<file path="config.mk">
export PLATFORM = sky130hd
export DESIGN_NAME = cfp_core_fetch
export DESIGN_NICKNAME = d
export VERILOG_FILES = /design/src/rtl/cfp_pkg.sv /design/src/rtl/cfp_core_fetch.sv /design/src/rtl/cfp_phase_gen.sv /design/src/rtl/cfp_return_stack.sv
export VERILOG_INCLUDE_DIRS = /design/src /design/src/rtl
export SDC_FILE = /design/constraint.sdc
export NUM_CORES = 1
export LEC_CHECK = 0
export BUFFER_PORTS_ARGS = -buffer_cell sky130_fd_sc_hd__buf_4
export CORE_ASPECT_RATIO = 0.7
export CORE_MARGIN = 1.5
export CORE_UTILIZATION = 35
export DETAILED_ROUTE_END_ITERATION = 7
export GPL_TIMING_DRIVEN = 0
export SLEW_MARGIN = 20
export SYNTH_ARGS = -nofsm -noshare
export SYNTH_HDL_FRONTEND = slang
export SYNTH_HIERARCHICAL = 1
export SYNTH_SLANG_ARGS = --single-unit
</file>
<file path="constraint.sdc">
create_clock -name ref_clk -period 4.64 [get_ports ref_clk]
set_input_delay 0 -clock ref_clk [delete_from_list [all_inputs] [get_ports ref_clk]]
set_output_delay 0 -clock ref_clk [all_outputs]
set_load 0.1 [all_outputs]
</file>
<file path="src/rtl/cfp_regs.svh">
// Purpose: encodings, reset values and sizes of the fetch and pipeline core
// Assumes: included by bare name from every design file that needs it
// Notes: opcode encodings are local to this core
`ifndef CFP_REGS_SVH
`define CFP_REGS_SVH

`define CFP_PHASES         4
`define CFP_PHASE_RESET    4'h1
`define CFP_PC_W           21
`define CFP_RESET_PC       21'h000000
`define CFP_PC_STEP        21'h000002
`define CFP_FILE_BANK      4'hf
`define CFP_PC_LOW_ADDR    8'hf9
`define CFP_STACK_DEPTH    31
`define CFP_STACK_IDX_W    5
`define CFP_INDEX_COUNT    3

`define CFP_NIB_SECOND     4'hf
`define CFP_NIB_BRANCH     4'hd
`define CFP_NIB_MOVE       4'hc
`define CFP_OPC_GOTO       8'hef
`define CFP_OPC_CALL       8'hec
`define CFP_OPC_INDEX      8'hee
`define CFP_OPC_ADD_FILE   8'h26
`define CFP_OPC_ADD_W      8'h24
`define CFP_OPC_RET_LIT    8'h0c
`define CFP_OPC_LOAD_W     8'h0e
`define CFP_OPC_TEST_SKIP  8'h66
`define CFP_OPC_TPTR_LO    8'h0a
`define CFP_OPC_TPTR_HI    8'h0b
`define CFP_OPC_TPTR_UP    8'h0d
`define CFP_WORD_RETURN    16'h0012
`define CFP_WORD_TABLE_RD  16'h0008
`define CFP_WORD_TABLE_INC 16'h0009

`endif

</file>
<file path="src/rtl/cfp_pkg.sv">
// Purpose: shared types of the fetch and pipeline core
// Assumes: nothing
// Notes: operation classes after decode
package cfp_pkg;
	typedef enum logic [4:0] {
		cfp_op_nop,
		cfp_op_goto,
		cfp_op_call,
		cfp_op_branch,
		cfp_op_move,
		cfp_op_index,
		cfp_op_second,
		cfp_op_add_file,
		cfp_op_add_w,
		cfp_op_ret_lit,
		cfp_op_return,
		cfp_op_load_w,
		cfp_op_test_skip,
		cfp_op_table_rd,
		cfp_op_table_inc,
		cfp_op_tptr_lo,
		cfp_op_tptr_hi,
		cfp_op_tptr_up
	} cfp_op_t;
endpackage

</file>
<file path="src/rtl/cfp_core_fetch.sv">
// Purpose: instruction fetch, pipeline control and table access of an 8-bit core
// Assumes: program and data memory run on ref_clk and answer within one phase
// Notes: one instruction cycle is four ref_clk cycles, phase strobes one-hot
// Operation
// - input clock divided by four into four non-overlapping phases.
// - program counter advances in phase one; fetched word captured in phase four.
// - cycle spans four phases; fetch of next overlaps execute of current.
// - holding register loaded in phase one, executed in phases two to four.
// - data operand read in phase two, destination written in phase four.
// - program counter changes cost two cycles by discarding fetched word.
// - byte addressed program memory, counter steps by two, bit zero zero.
// - two or four byte instructions; second word fetched the next cycle.
// - absolute call and jump word address goes to counter bits 20:1.
// - relative offset counts words, so byte displacement is twice it.
// - four two-word instructions; second word tagged 1111, twelve literal bits.
// - tagged word alone is no-operation; after its first word it is consumed.
// - working register added to counter low byte advances that many bytes, odd counts rounded down.
// - return with literal returns to caller and loads the 8-bit literal.
// - table read fetches one byte at the byte pointer into the latch.
// - table pointer addresses each byte, odd addresses included.
// - call increments stack index, then writes return address to new entry.
// - return loads counter from indexed entry, then decrements the index.
`timescale 1ns/1ns
`include "cfp_regs.svh"
module cfp_core_fetch #(
	parameter int STACK_DEPTH = `CFP_STACK_DEPTH,
	parameter int STACK_IDX_W = `CFP_STACK_IDX_W
) (
	input  wire logic                         ref_clk,
	input  wire logic                         rst_n,
	output logic      [`CFP_PC_W-1:0]         prog_addr,
	output logic                              prog_rd,
	input  wire logic [15:0]                  prog_data,
	output logic      [11:0]                  data_addr,
	output logic                              data_rd,
	output logic                              data_wr,
	output logic      [7:0]                   data_wdata,
	input  wire logic [7:0]                   data_rdata,
	output logic      [`CFP_PHASES-1:0]       phase,
	output logic      [15:0]                  instruction_holding_register,
	output logic                              exec_valid,
	output logic      [7:0]                   working_register,
	output logic      [`CFP_PC_W-1:0]         table_byte_pointer,
	output logic      [7:0]                   table_data_latch,
	output logic      [12*`CFP_INDEX_COUNT-1:0] index_pointer,
	output logic      [STACK_IDX_W-1:0]       return_stack_index
);
	import cfp_pkg::*;

	localparam logic [STACK_IDX_W-1:0] STACK_TOP = STACK_IDX_W'(STACK_DEPTH);

	logic                  phase_one;
	logic                  phase_two;
	logic                  phase_three;
	logic                  phase_four;
	logic [`CFP_PC_W-1:0]  pc;
	logic [`CFP_PC_W-1:0]  fetch_addr;
	logic [`CFP_PC_W-1:0]  ex_addr;
	logic [15:0]           fetch_word;
	logic [15:0]           held_first;
	logic                  fetch_valid;
	logic                  second_expected;
	logic                  second_valid;
	logic                  table_pending;
	logic                  table_post_inc;
	logic [7:0]            operand;
	cfp_op_t               op_ex;
	cfp_op_t               op_load;
	logic [`CFP_PC_W-1:0]  seq_pc;
	logic [`CFP_PC_W-1:0]  rel_target;
	logic [`CFP_PC_W-1:0]  abs_target;
	logic [7:0]            pc_low_sum;
	logic [`CFP_PC_W-1:0]  stack_read_data;
	logic                  br_taken;
	logic [`CFP_PC_W-1:0]  br_target;
	logic                  consume;
	logic                  skip_next;
	logic                  push;
	logic                  pop;
	logic                  flush;
	logic                  stack_we;
	logic                  load_reads;
	logic [11:0]           load_addr;
	logic                  move_second;

	function automatic logic is_second_word(input logic [15:0] w);
		is_second_word = (w[15:12] == `CFP_NIB_SECOND);
	endfunction

	function automatic cfp_op_t decode_word(input logic [15:0] w, input logic second);
		decode_word = cfp_op_nop;
		if (is_second_word(w)) begin
			decode_word = second ? cfp_op_second : cfp_op_nop;
		end else if (w[15:12] == `CFP_NIB_BRANCH) begin
			decode_word = cfp_op_branch;
		end else if (w[15:12] == `CFP_NIB_MOVE) begin
			decode_word = cfp_op_move;
		end else if (w[15:8] == `CFP_OPC_GOTO) begin
			decode_word = cfp_op_goto;
		end else if (w[15:8] == `CFP_OPC_CALL) begin
			decode_word = cfp_op_call;
		end else if (w[15:8] == `CFP_OPC_INDEX) begin
			decode_word = cfp_op_index;
		end else if (w[15:8] == `CFP_OPC_ADD_FILE) begin
			decode_word = cfp_op_add_file;
		end else if (w[15:8] == `CFP_OPC_ADD_W) begin
			decode_word = cfp_op_add_w;
		end else if (w[15:8] == `CFP_OPC_RET_LIT) begin
			decode_word = cfp_op_ret_lit;
		end else if (w[15:8] == `CFP_OPC_LOAD_W) begin
			decode_word = cfp_op_load_w;
		end else if (w[15:8] == `CFP_OPC_TEST_SKIP) begin
			decode_word = cfp_op_test_skip;
		end else if (w[15:8] == `CFP_OPC_TPTR_LO) begin
			decode_word = cfp_op_tptr_lo;
		end else if (w[15:8] == `CFP_OPC_TPTR_HI) begin
			decode_word = cfp_op_tptr_hi;
		end else if (w[15:8] == `CFP_OPC_TPTR_UP) begin
			decode_word = cfp_op_tptr_up;
		end else if (w == `CFP_WORD_RETURN) begin
			decode_word = cfp_op_return;
		end else if (w == `CFP_WORD_TABLE_RD) begin
			decode_word = cfp_op_table_rd;
		end else if (w == `CFP_WORD_TABLE_INC) begin
			decode_word = cfp_op_table_inc;
		end
	endfunction

	cfp_phase_gen u_phase (
		.ref_clk (ref_clk),
		.rst_n   (rst_n),
		.phase   (phase)
	);

	assign phase_one   = phase[0];
	assign phase_two   = phase[1];
	assign phase_three = phase[2];
	assign phase_four  = phase[3];

	cfp_return_stack #(
		.DEPTH (STACK_DEPTH),
		.IDX_W (STACK_IDX_W),
		.W     (`CFP_PC_W)
	) u_stack (
		.ref_clk    (ref_clk),
		.rst_n      (rst_n),
		.write_en   (stack_we),
		.write_idx  (return_stack_index + 1'b1),
		.write_data (seq_pc + `CFP_PC_STEP),
		.read_idx   (return_stack_index),
		.read_data  (stack_read_data)
	);

	assign op_ex   = exec_valid ? decode_word(instruction_holding_register, second_valid)
	                            : cfp_op_nop;
	assign op_load = decode_word(fetch_word, second_expected);

	assign seq_pc     = ex_addr + `CFP_PC_STEP;
	assign rel_target = seq_pc + {{9{instruction_holding_register[10]}},
	                              instruction_holding_register[10:0], 1'b0};
	assign abs_target = {prog_data[11:0], instruction_holding_register[7:0], 1'b0};
	assign pc_low_sum = seq_pc[7:0] + working_register;

	// branch decisions are taken at the phase four edge
	always_comb begin
		br_taken  = 1'b0;
		br_target = pc;
		consume   = 1'b0;
		skip_next = 1'b0;
		push      = 1'b0;
		pop       = 1'b0;
		unique case (op_ex)
			cfp_op_goto, cfp_op_call: begin
				// second word arrives in this very phase, so no extra cycle
				if (is_second_word(prog_data)) begin
					br_taken  = 1'b1;
					br_target = abs_target;
					consume   = 1'b1;
					push      = (op_ex == cfp_op_call);
				end
			end
			cfp_op_branch: begin
				br_taken  = 1'b1;
				br_target = rel_target;
			end
			cfp_op_add_file: begin
				if (instruction_holding_register[7:0] == `CFP_PC_LOW_ADDR) begin
					br_taken = 1'b1;
					// odd offsets are truncated to keep word alignment
					br_target = {seq_pc[20:8], pc_low_sum[7:1], 1'b0};
				end
			end
			cfp_op_ret_lit, cfp_op_return: begin
				br_taken  = 1'b1;
				br_target = stack_read_data;
				pop       = 1'b1;
			end
			cfp_op_test_skip: begin
				skip_next = (operand == 8'h00);
			end
			cfp_op_nop, cfp_op_move, cfp_op_index, cfp_op_second, cfp_op_add_w,
			cfp_op_load_w, cfp_op_table_rd, cfp_op_table_inc, cfp_op_tptr_lo,
			cfp_op_tptr_hi, cfp_op_tptr_up: begin
			end
		endcase
	end

	assign flush    = br_taken | skip_next | consume;
	assign stack_we = phase_four & push & (return_stack_index != STACK_TOP);

	assign load_reads = fetch_valid & ~table_pending &
	                    ((op_load == cfp_op_add_file &&
	                      fetch_word[7:0] != `CFP_PC_LOW_ADDR) ||
	                     op_load == cfp_op_add_w || op_load == cfp_op_test_skip ||
	                     op_load == cfp_op_move);
	assign load_addr  = (op_load == cfp_op_move) ? fetch_word[11:0]
	                                             : {`CFP_FILE_BANK, fetch_word[7:0]};
	assign move_second = (op_ex == cfp_op_second) &&
	                     (held_first[15:12] == `CFP_NIB_MOVE);

	// program counter and program memory address
	always_ff @(posedge ref_clk or negedge rst_n) begin
		if (!rst_n) begin
			pc         <= `CFP_RESET_PC;
			prog_addr  <= `CFP_RESET_PC;
			fetch_addr <= `CFP_RESET_PC;
			prog_rd    <= 1'b0;
		end else begin
			if (phase_one) begin
				prog_rd <= 1'b1;
				if (table_pending) begin
					prog_addr <= {table_byte_pointer[20:1], 1'b0};
				end else begin
					prog_addr  <= pc;
					fetch_addr <= pc;
					pc         <= pc + `CFP_PC_STEP;
				end
			end
			if (phase_four) begin
				prog_rd <= 1'b0;
				if (br_taken) begin
					pc <= br_target;
				end
			end
		end
	end

	// fetch stage: word captured at phase four, dropped on a flush
	always_ff @(posedge ref_clk or negedge rst_n) begin
		if (!rst_n) begin
			fetch_word  <= 16'h0000;
			fetch_valid <= 1'b0;
		end else if (phase_four && !table_pending) begin
			fetch_word  <= prog_data;
			fetch_valid <= ~flush;
		end
	end

	// execute stage load
	always_ff @(posedge ref_clk or negedge rst_n) begin
		if (!rst_n) begin
			instruction_holding_register <= 16'h0000;
			ex_addr                      <= `CFP_RESET_PC;
			exec_valid                   <= 1'b0;
			second_valid                 <= 1'b0;
		end else if (phase_one) begin
			if (table_pending) begin
				exec_valid <= 1'b0;
			end else begin
				instruction_holding_register <= fetch_word;
				ex_addr                      <= fetch_addr;
				exec_valid                   <= fetch_valid;
				second_valid                 <= second_expected;
			end
		end
	end

	// a move or index first word that executed marks the next word as its literal
	always_ff @(posedge ref_clk or negedge rst_n) begin
		if (!rst_n) begin
			second_expected <= 1'b0;
			held_first      <= 16'h0000;
		end else if (phase_four) begin
			second_expected <= (op_ex == cfp_op_move) || (op_ex == cfp_op_index);
			if (op_ex == cfp_op_move || op_ex == cfp_op_index) begin
				held_first <= instruction_holding_register;
			end
		end
	end

	// data memory: read strobe in phase two, write strobe in phase four
	always_ff @(posedge ref_clk or negedge rst_n) begin
		if (!rst_n) begin
			data_rd    <= 1'b0;
			data_wr    <= 1'b0;
			data_addr  <= 12'h000;
			data_wdata <= 8'h00;
			operand    <= 8'h00;
		end else begin
			if (phase_one) begin
				data_rd <= load_reads;
				if (load_reads) begin
					data_addr <= load_addr;
				end
			end
			if (phase_two) begin
				data_rd <= 1'b0;
				if (data_rd) begin
					operand <= data_rdata;
				end
			end
			if (phase_three) begin
				if (op_ex == cfp_op_add_file &&
				    instruction_holding_register[7:0] != `CFP_PC_LOW_ADDR) begin
					data_wr    <= 1'b1;
					data_addr  <= {`CFP_FILE_BANK, instruction_holding_register[7:0]};
					data_wdata <= operand + working_register;
				end else if (move_second) begin
					data_wr    <= 1'b1;
					data_addr  <= instruction_holding_register[11:0];
					data_wdata <= operand;
				end
			end
			if (phase_four) begin
				data_wr <= 1'b0;
			end
		end
	end

	always_ff @(posedge ref_clk or negedge rst_n) begin
		if (!rst_n) begin
			working_register <= 8'h00;
		end else if (phase_four) begin
			if (op_ex == cfp_op_add_w) begin
				working_register <= operand + working_register;
			end else if (op_ex == cfp_op_ret_lit || op_ex == cfp_op_load_w) begin
				working_register <= instruction_holding_register[7:0];
			end
		end
	end

	// index increments on push, saturating so the last entry is never overwritten
	always_ff @(posedge ref_clk or negedge rst_n) begin
		if (!rst_n) begin
			return_stack_index <= '0;
		end else if (phase_four) begin
			if (stack_we) begin
				return_stack_index <= return_stack_index + 1'b1;
			end else if (pop && return_stack_index != '0) begin
				return_stack_index <= return_stack_index - 1'b1;
			end
		end
	end

	// table read borrows the next fetch slot; the prefetched word is held
	always_ff @(posedge ref_clk or negedge rst_n) begin
		if (!rst_n) begin
			table_byte_pointer <= `CFP_RESET_PC;
			table_data_latch   <= 8'h00;
			table_pending      <= 1'b0;
			table_post_inc     <= 1'b0;
		end else if (phase_four) begin
			if (table_pending) begin
				table_data_latch <= table_byte_pointer[0] ? prog_data[15:8]
				                                          : prog_data[7:0];
				table_pending    <= 1'b0;
				if (table_post_inc) begin
					table_byte_pointer <= table_byte_pointer + 1'b1;
				end
			end else if (op_ex == cfp_op_table_rd || op_ex == cfp_op_table_inc) begin
				table_pending  <= 1'b1;
				table_post_inc <= (op_ex == cfp_op_table_inc);
			end else if (op_ex == cfp_op_tptr_lo) begin
				table_byte_pointer[7:0] <= instruction_holding_register[7:0];
			end else if (op_ex == cfp_op_tptr_hi) begin
				table_byte_pointer[15:8] <= instruction_holding_register[7:0];
			end else if (op_ex == cfp_op_tptr_up) begin
				table_byte_pointer[20:16] <= instruction_holding_register[4:0];
			end
		end
	end

	genvar g;
	generate
		for (g = 0; g < `CFP_INDEX_COUNT; g++) begin : gen_index
			always_ff @(posedge ref_clk or negedge rst_n) begin
				if (!rst_n) begin
					index_pointer[g*12 +: 12] <= 12'h000;
				end else if (phase_four && op_ex == cfp_op_second &&
				             held_first[15:8] == `CFP_OPC_INDEX &&
				             held_first[5:4] == 2'(g)) begin
					index_pointer[g*12 +: 12] <= {held_first[3:0],
					                             instruction_holding_register[7:0]};
				end
			end
		end
	endgenerate
endmodule

</file>
<file path="src/rtl/cfp_phase_gen.sv">
// Purpose: four one-hot phase strobes from the input clock
// Assumes: single clock domain
// Notes: strobes are enables, not derived clocks, to keep one domain
`timescale 1ns/1ns
`include "cfp_regs.svh"
module cfp_phase_gen (
	input  wire logic                   ref_clk,
	input  wire logic                   rst_n,
	output logic [`CFP_PHASES-1:0]      phase
);
	always_ff @(posedge ref_clk or negedge rst_n) begin
		if (!rst_n) begin
			phase <= `CFP_PHASE_RESET;
		end else begin
			phase <= {phase[`CFP_PHASES-2:0], phase[`CFP_PHASES-1]};
		end
	end
endmodule

</file>
<file path="src/rtl/cfp_return_stack.sv">
// Purpose: return address storage with registered read data
// Assumes: index 0 has no storage
// Notes: reading index 0 yields zero, which sends an underflowing return to zero
`timescale 1ns/1ns
module cfp_return_stack #(
	parameter int DEPTH = 31,
	parameter int IDX_W = 5,
	parameter int W     = 21
) (
	input  wire logic             ref_clk,
	input  wire logic             rst_n,
	input  wire logic             write_en,
	input  wire logic [IDX_W-1:0] write_idx,
	input  wire logic [W-1:0]     write_data,
	input  wire logic [IDX_W-1:0] read_idx,
	output logic      [W-1:0]     read_data
);
	logic [W-1:0] mem [1:DEPTH];

	always_ff @(posedge ref_clk) begin
		if (write_en && write_idx != '0) begin
			mem[write_idx] <= write_data;
		end
	end

	always_ff @(posedge ref_clk or negedge rst_n) begin
		if (!rst_n) begin
			read_data <= '0;
		end else if (read_idx == '0) begin
			read_data <= '0;
		end else begin
			read_data <= mem[read_idx];
		end
	end
endmodule

</file>
# Word-level counts from Yosys, hierarchy flattened
# Memory sizes are Yosys's and may differ from the RTL's.
# Index checks and enable logic that the tools add are counted.
[word_totals]
wordCells = 256
memories = 1
inputBits = 26
ram_bits = 651
out_inout_bits = 143
register_bits = 272
[memory_table]
columns = ["memory", "words", "word_bits", "read_ports", "rd_clocked_by_memory_dff", "wr", "line", "text"]
rows = [
  ["u_stack.mem", 31, 21, 1, 0, 1, "cfp_return_stack.sv:18", "logic [W-1:0] mem [1:DEPTH];"],
]
[classes]
addsub = 9
n_eq_ne = 71
mux = 88
bitwise_logic = 8
reduce_logical = 49
[op_table]
columns = ["cell", "n"]
rows = [
  ["$mux W21", 11],
  ["$mux W5", 33],
  ["$pmux W21 S4", 1],
  ["$eq A8 B4 Y1 const B", 10],
  ["$mux W12", 6],
  ["$eq A16 B4 Y1 const B", 4],
  ["$eq A8 B8 Y1 const B", 8],
  ["$add A21 B2 Y21 const B", 3],
  ["$mux W8", 7],
  ["$eq A5 B4 Y1 const B", 10],
  ["$eq A16 B5 Y1 const B", 2],
  ["$eq A4 B4 Y1 const B", 8],
  ["$eq A8 B6 Y1 const B", 4],
  ["$eq A5 B3 Y1 const B", 6],
  ["$mux W4", 6],
  ["$add A21 B1 Y21 const B", 1],
  ["$add A21 B21 Y21", 1],
  ["$mux W1", 20],
  ["$reduce_bool A2 Y1", 9],
  ["$add A8 B8 Y8", 2],
  ["$eq A8 B7 Y1 const B", 2],
  ["$ne A8 B8 Y1 const B", 2],
  ["$reduce_and A2 Y1", 8],
  ["$mux W13", 1],
  ["31 further kinds", 60],
]

# Longest topological paths before layout
[depth]
word_depth = 29
mapped_depth = 15
ltp_nobuf = 15

# By module
# The synthesis kept the hierarchy.
[modules_own_cells]
columns = ["module", "area_each_um2", "cells_per_inst", "seq_area_each_um2", "instances"]
rows = [
  ["cfp_return_stack", 25752.2, 1181, 20074.3, 1],
  ["cfp_core_fetch", 14761.7, 1455, 6130.9, 1],
  ["cfp_phase_gen", 101.3, 4, 101.3, 1],
]

# Least setup slack after synthesis
# No wires, ideal clock.
[synth_timing]
kind = "register to register"
start = "register instruction_holding_register[10]"
end = "memory u_stack.mem[28][0] (enable)"
n_path_buf = 2
required_time_ps = 4241
arrival_time_ps = 4709
setup_ps = 399
period_less_slack_ps = 5108
slack_ps = -468
stages_incl_launch_ff = 11
cell_sequence = "dfrtp_1 -> buf_1 -> nor3b_1 -> o211ai_1 -> nand2_1 -> o41ai_1 -> nand2_1 -> nor3_1 -> or3b_2 -> clkbuf_1 -> nor2_1"
[synth_via]
elab_chain_cells = 27
word_cells_on_any_way = 42
classes_between = "eq/ne (16); mux (22); bitwise (2); reduce/logical (2)"
[synth_lines]
columns = ["item", "line", "text"]
rows = [
  ["from (decl)", "cfp_core_fetch.sv:40", "output logic [15:0] instruction_holding_register,"],
  ["from (signal assigned)", "cfp_core_fetch.sv:270", "instruction_holding_register <= fetch_word;"],
  ["$eq A16 B4 Y1 (no line)", "-", ""],
  ["$mux W4", "cfp_core_fetch.sv:124", "end else if (w == `CFP_WORD_TABLE_INC) begin"],
  ["$mux W4", "cfp_core_fetch.sv:122", "end else if (w == `CFP_WORD_TABLE_RD) begin"],
  ["$mux W4", "cfp_core_fetch.sv:120", "end else if (w == `CFP_WORD_RETURN) begin"],
  ["$mux W5", "cfp_core_fetch.sv:118", "end else if (w[15:8] == `CFP_OPC_TPTR_UP) begin"],
  ["$mux W5", "cfp_core_fetch.sv:116", "end else if (w[15:8] == `CFP_OPC_TPTR_HI) begin"],
  ["$mux W5", "cfp_core_fetch.sv:114", "end else if (w[15:8] == `CFP_OPC_TPTR_LO) begin"],
  ["$mux W5", "cfp_core_fetch.sv:112", "end else if (w[15:8] == `CFP_OPC_TEST_SKIP) begin"],
  ["[... 11 more ...]", "-", ""],
  ["$eq A5 B2 Y1 / $eq A5 B1 Y1 (equally long branches)", "cfp_core_fetch.sv:172, cfp_core_fetch.sv:179", ""],
  ["$mux W1 / $reduce_or A2 Y1 (equally long branches)", "cfp_core_fetch.sv:175, cfp_core_fetch.sv:172", ""],
  ["$mux W1 (*)", "cfp_core_fetch.sv:172", "unique case (op_ex)"],
  ["$and A1 B1 Y1 (*) (2 in a row)", "cfp_core_fetch.sv:209", "assign stack_we = phase_four & push & (return_stack_index != STACK_TOP);"],
  ["net stack_we", "cfp_core_fetch.sv:81", "logic stack_we;"],
  ["$logic_and A1 B1 Y1 (*)", "cfp_return_stack.sv:21", "if (write_en && write_idx != '0) begin"],
  ["$mux W1 (*)", "cfp_return_stack.sv:21", ""],
  ["$mux W1 (implied by the code) (*)", "cfp_return_stack.sv:22", "mem[write_idx] <= write_data;"],
  ["to (decl)", "cfp_return_stack.sv:18", ""],
]
# The timed path passes the listed nets; every way through them passes the cells marked *.

# Final worst setup path
[layout_timing]
start = "register instruction_holding_register[10]"
end = "register pc[4]"
[layout_via]
elab_chain_cells = 24
word_cells_on_any_way = 49
classes_between = "eq/ne (23); mux (22); reduce/logical (4)"
[layout_lines]
columns = ["item", "line", "text"]
rows = [
  ["$eq A16 B4 Y1 (no line)", "-", ""],
  ["$mux W4", "cfp_core_fetch.sv:124", ""],
  ["$mux W4", "cfp_core_fetch.sv:122", ""],
  ["$mux W4", "cfp_core_fetch.sv:120", ""],
  ["$mux W5", "cfp_core_fetch.sv:118", ""],
  ["$mux W5", "cfp_core_fetch.sv:116", ""],
  ["$mux W5", "cfp_core_fetch.sv:114", ""],
  ["$mux W5", "cfp_core_fetch.sv:112", ""],
  ["[... 8 more ...]", "-", ""],
  ["$mux W5 (*)", "cfp_core_fetch.sv:94", "end else if (w[15:12] == `CFP_NIB_BRANCH) begin"],
  ["$mux W5 (*)", "cfp_core_fetch.sv:92", "if (is_second_word(w)) begin"],
  ["$mux W5 (*)", "cfp_core_fetch.sv:154", "assign op_ex = exec_valid ? decode_word(instruction_holding_register, second_valid)"],
  ["$eq A5 B4 Y1 (tied with other cells)", "cfp_core_fetch.sv:172", ""],
  ["$reduce_or A3 Y1 (no line) (tied with other cells)", "-", ""],
  ["$pmux W1 S3 / $pmux W21 S4 (equally long branches)", "cfp_core_fetch.sv:172", ""],
  ["$ne A6 B6 Y1 (no line) (tied with other cells)", "-", ""],
  ["$reduce_and A3 Y1 (no line) / $mux W21 (equally long branches)", "-", ""],
  ["to (signal assigned)", "cfp_core_fetch.sv:224", "pc <= `CFP_RESET_PC;"],
  ["to (signal assigned)", "cfp_core_fetch.sv:236", "pc <= pc + `CFP_PC_STEP;"],
  ["to (signal assigned)", "cfp_core_fetch.sv:242", "pc <= br_target;"],
  ["to (decl)", "cfp_core_fetch.sv:56", "logic [`CFP_PC_W-1:0] pc;"],
]
# Every way passes the cells marked *; elsewhere a longest branch is shown, timed or not.
# A chain may end at the register's enable or synchronous reset.

==> flow_summary.yaml <==
sta:
  fmax_mhz: 220
  drv_slew: 0
  period_share_pct: 97.9
  timing.final.ws_setup_ns: 0.0953
  worstMarginPinSlew_ns: 1.35
  setup_viol: 0
  clock_skew_ns: 0.0287
  rsz0062_at_grt: "true"
  max_slew_margin_pct: 9.71
  hold_violations: 0
  post-route-min-period_ns: 4.54
grt:
  grt-ovfl-total: 0
  grt_pass1_vias: 25100
  track_usage_pct: 21.2
  grt_max_degree: 95
  antenna_found_initial: 3
  grt_first_pass_wirelength_um: 182000
synthesis:
  ys_warn_count: 6
  async_flop_share_pct: 29.3
  synth_area_mm2: 0.0406
  synth.distinct_cells: 95
  synth-edff-count: 651
  ys_ff_latch: 921
  syn_avg_cell_area_um2: 15.4
  ys_seq_area_share_pct: 64.8
  synth_fp_nets: 2709
  syn-instance-count: 2640
  synth_top_flop_cell: "edfxtp_1"
setup_path:
  rr_endpoint: "pc[4]$_DFFE_PN0P_"
  worst_r2r_path_depth: 11
  worstSetupPathType: "flip-flop to flip-flop"
  reg2reg_setup_slack_ns: 0.1
  worstPathArrival_ns: 5.17
  crit_required_ns: 5.26
  cp_max_fo: 15
  cp-start-kind: "flip-flop"
  crit_path_end_kind: "flip-flop"
  rr_startpoint: "instruction_holding_register[10]$_DFFE_PN0P_"
floorplan:
  start_util_pct: 35.3
  num_io_pins: 169
  rows: 104
  coreArea_mm2: 0.115
  die_y_um: 288
  dieWidth_um: 410
  die-area_mm2: 0.118
detailed_routing:
  drc: 0
  viasPerCell: 5.72
  drt_iter0_markers: 3190
  wl_um: 128000
  vias: 26600
  final_antenna_net_count: 0
  drt_first_pass_iters: 5
  wl_per_cell_um: 27.5
flow_run:
  maxCapViolCount: 0
placement:
  port_buffers: 168
  hpwl_um: 88900
  place_ws_ns: -0.940
  gp_congestion: 0.997
power:
  pwr_density_cell_mw_per_mm2: 329
  irDropWorstVdd_mv: 0.275
  power_frac_seq_pct: 54.0
  p_clk_share_pct: 44.9
  p_sw_mw: 3.40
  internal_power_mw: 12.8
  finalPower_mw: 16.2
  p_comb_share_pct: 1.1
  swShare_pct: 21.0
  p_leak_nw: 19.3
cts:
  clockBufferDepth: 3
  clk_latency_ns: 0.71
  path_clk_slew_ns: 0.07
  cts_buffers: 89
  root_buffer: "clkbuf_16"
  cts_tree: "built"
  numClockSinks: 921
  cts-htree-levels: 3
cells_and_area:
  final_nets: 3102
  multi_input_area_mm2: 0.0142
  drive_gt1_share_pct: 27.7
  regArea_mm2: 0.0263
  fill_cells: 10300
  syn2layout_area_growth_pct: 21.3
status:
  status: "completed"
hold_path:
  min_to: "operand[6]$_DFFE_PN0P_"
  hold_start: "data_rdata[6]"
  hold_class: "input port to flip-flop"
  hold-path-cell-count: 3
==> cell type report <==
class	count	area share (%)
multi-input cells	1522	28.7
diodes	2	0.0102
clock inverters	56	0.998
well taps	1537	3.90
plain buffers	151	1.68
repair buffers	290	5.94
clock buffers	111	4.88
flip-flops and latches	921	53.4
inverters	58	0.442
==> worst max-delay path by stage <==
stage,from,end,slack [ns]
2_1_floorplan,instruction_holding_register[13]$_DFFE_PN0P_,u_stack/mem[4][0]$_DFFE_PP_,0.03
3_3_place_gp,ex_addr[1]$_DFFE_PN0P_,u_stack/mem[30][13]$_DFFE_PP_,-2.61
3_5_place_dp,ex_addr[1]$_DFFE_PN0P_,pc[16]$_DFFE_PN0P_,-0.94
4_1_cts,instruction_holding_register[9]$_DFFE_PN0P_,u_stack/mem[16][12]$_DFFE_PP_,0.003
5_1_grt,instruction_holding_register[10]$_DFFE_PN0P_,pc[15]$_DFFE_PN0P_,-0.03
6_report,instruction_holding_register[10]$_DFFE_PN0P_,pc[4]$_DFFE_PN0P_,0.1
==> state kept, by name, summed over array words and instances, names as in the netlist, 8 cells and up <==
| name | count |
|---|---|
| u_stack/mem | 651 |
| instruction_holding_register | 16 |
| index_pointer | 36 |
| fetch_word | 16 |
| ex_addr | 21 |
| held_first | 14 |
| operand | 8 |
| table_byte_pointer | 21 |
| prog_addr | 21 |
| data_addr | 12 |
| data_wdata | 8 |
| pc | 21 |
| fetch_addr | 21 |
| u_stack/read_data | 21 |
| working_register | 8 |
| table_data_latch | 8 |
==> synth_stat cells, types with 8 or more instances <==
library cell | instances | area (um2)
mux2_4 | 20 | 300
and2_1 | 9 | 56.3
mux4_1 | 18 | 473
ha_1 | 40 | 500
edfxtp_1 | 651 | 19500
or3_1 | 10 | 62.6
xnor2_1 | 49 | 429
inv_1 | 58 | 218
a21oi_1 | 63 | 315
a32o_1 | 10 | 100
o21a_1 | 8 | 60.1
clkbuf_1 | 83 | 312
nor4_1 | 39 | 244
nand3_1 | 44 | 220
mux2_1 | 10 | 113
a211oi_1 | 83 | 623
buf_2 | 28 | 140
mux2i_1 | 121 | 1210
nand3b_1 | 10 | 75.1
nor3_1 | 44 | 220
a221oi_1 | 12 | 105
nor2b_1 | 33 | 206
dfrtp_1 | 269 | 6730
nand2b_1 | 14 | 87.6
o221ai_1 | 22 | 193
buf_6 | 16 | 180
nand2_1 | 78 | 293
and3_1 | 22 | 138
buf_4 | 12 | 90.1
o31ai_1 | 14 | 105
buf_1 | 9 | 33.8
a21o_1 | 15 | 113
xor2_1 | 38 | 333
a22o_1 | 21 | 184
o22ai_1 | 13 | 81.3
mux2_2 | 120 | 1350
nor3b_1 | 8 | 60.1
mux4_2 | 108 | 2430
nor2_1 | 160 | 601
a2111oi_0 | 32 | 280
o21ai_0 | 61 | 305
nand4_1 | 31 | 194
==> through the flow <==
step           setup TNS [ns]  hold slack [ns]  util (%)  cell area, um2  instances
6_report                    0           0.0858      42.8           49300       4648
5_1_grt               -0.0666           0.0726      42.8           49300       4646
4_1_cts                     0           0.0368      42.5           48900       4636
3_5_place_dp          -498.28           -0.105      39.3           45200       4401
3_3_place_gp         -2187.61            0.238      38.1           43800       4345
2_1_floorplan               0           -0.296         -           40600       2640
==> critical path, cell delays in order, from the launching register on <==
cell,delay [ns]
dfrtp_2,0.69
clkbuf_4,0.41
nor3b_1,0.08
o211ai_1,0.21
nand2_1,0.17
o41a_2,0.60
clkbuf_2,0.26
a41oi_1,0.62
o21bai_2,0.38
buf_1,0.55
a221oi_1,0.29
mux2i_1,0.19
==> power groups by stage <==
stage / logic, mW / registers [mW] / clock network [mW]
finish: 0.176 / 8.74 / 7.27
CTS: 0.175 / 8.74 / 7.38
global route: 0.191 / 8.73 / 7.69
global placement: 0.142 / 8.91 / 0
detailed placement: 0.152 / 8.91 / 0
floorplan: 0.0416 / 8.91 / 0
==> timing repair <==
action                                  in CTS  in global routing
pin swaps                                   27                  9
setup buffers                               29                  9
cloned                                      12                  2
endpoints found under the setup margin     707                633
endpoints found under the hold margin      219                  0
hold buffers                                28                  0
gates resized for setup                     32                 28
==> logic make-up (layout without fill, tap and decap cells) <==
family                     Yosys count  in the layout  synth area share (%)
and+or+nand+nor                    551            565                  7.17
adders and majority gates           43             43                  1.38
buffers and inverters              211            666                  2.56
xor gates and xnor gates            87             87                  1.88
AOI/OAI and AO/OA                  430            430                  7.76
muxes                              397            397                  14.5
other                                0              2                     0
DFF                                921            921                  64.8
==> layer usage <==
layer	part of all wire [%]	global-route usage, %	vias to the layer above
li1	-	-	11300
met1	46	33.9	13700
met2	40	27.3	1396
met3	12	6.70	146
met4	1.7	4.37	6
met5	0.037	0.682	-
==> layout by cell type (no fill, tap or decap), types with 32 or more instances in the layout <==
cell / n
ha_1: 40
dfrtp_1: 264
inv_1: 58
a211oi_1: 81
o21ai_0: 61
mux2_2: 120
nor4_1: 36
mux4_2: 108
nor2b_1: 32
nand3_1: 43
nor2_1: 125
nor3_1: 41
nor2_4: 38
a21oi_1: 63
clkbuf_1: 86
buf_6: 44
nand2_1: 78
buf_4: 206
clkbuf_16: 90
edfxtp_1: 651
mux2i_1: 121
(Power assumes the default switching activity.)
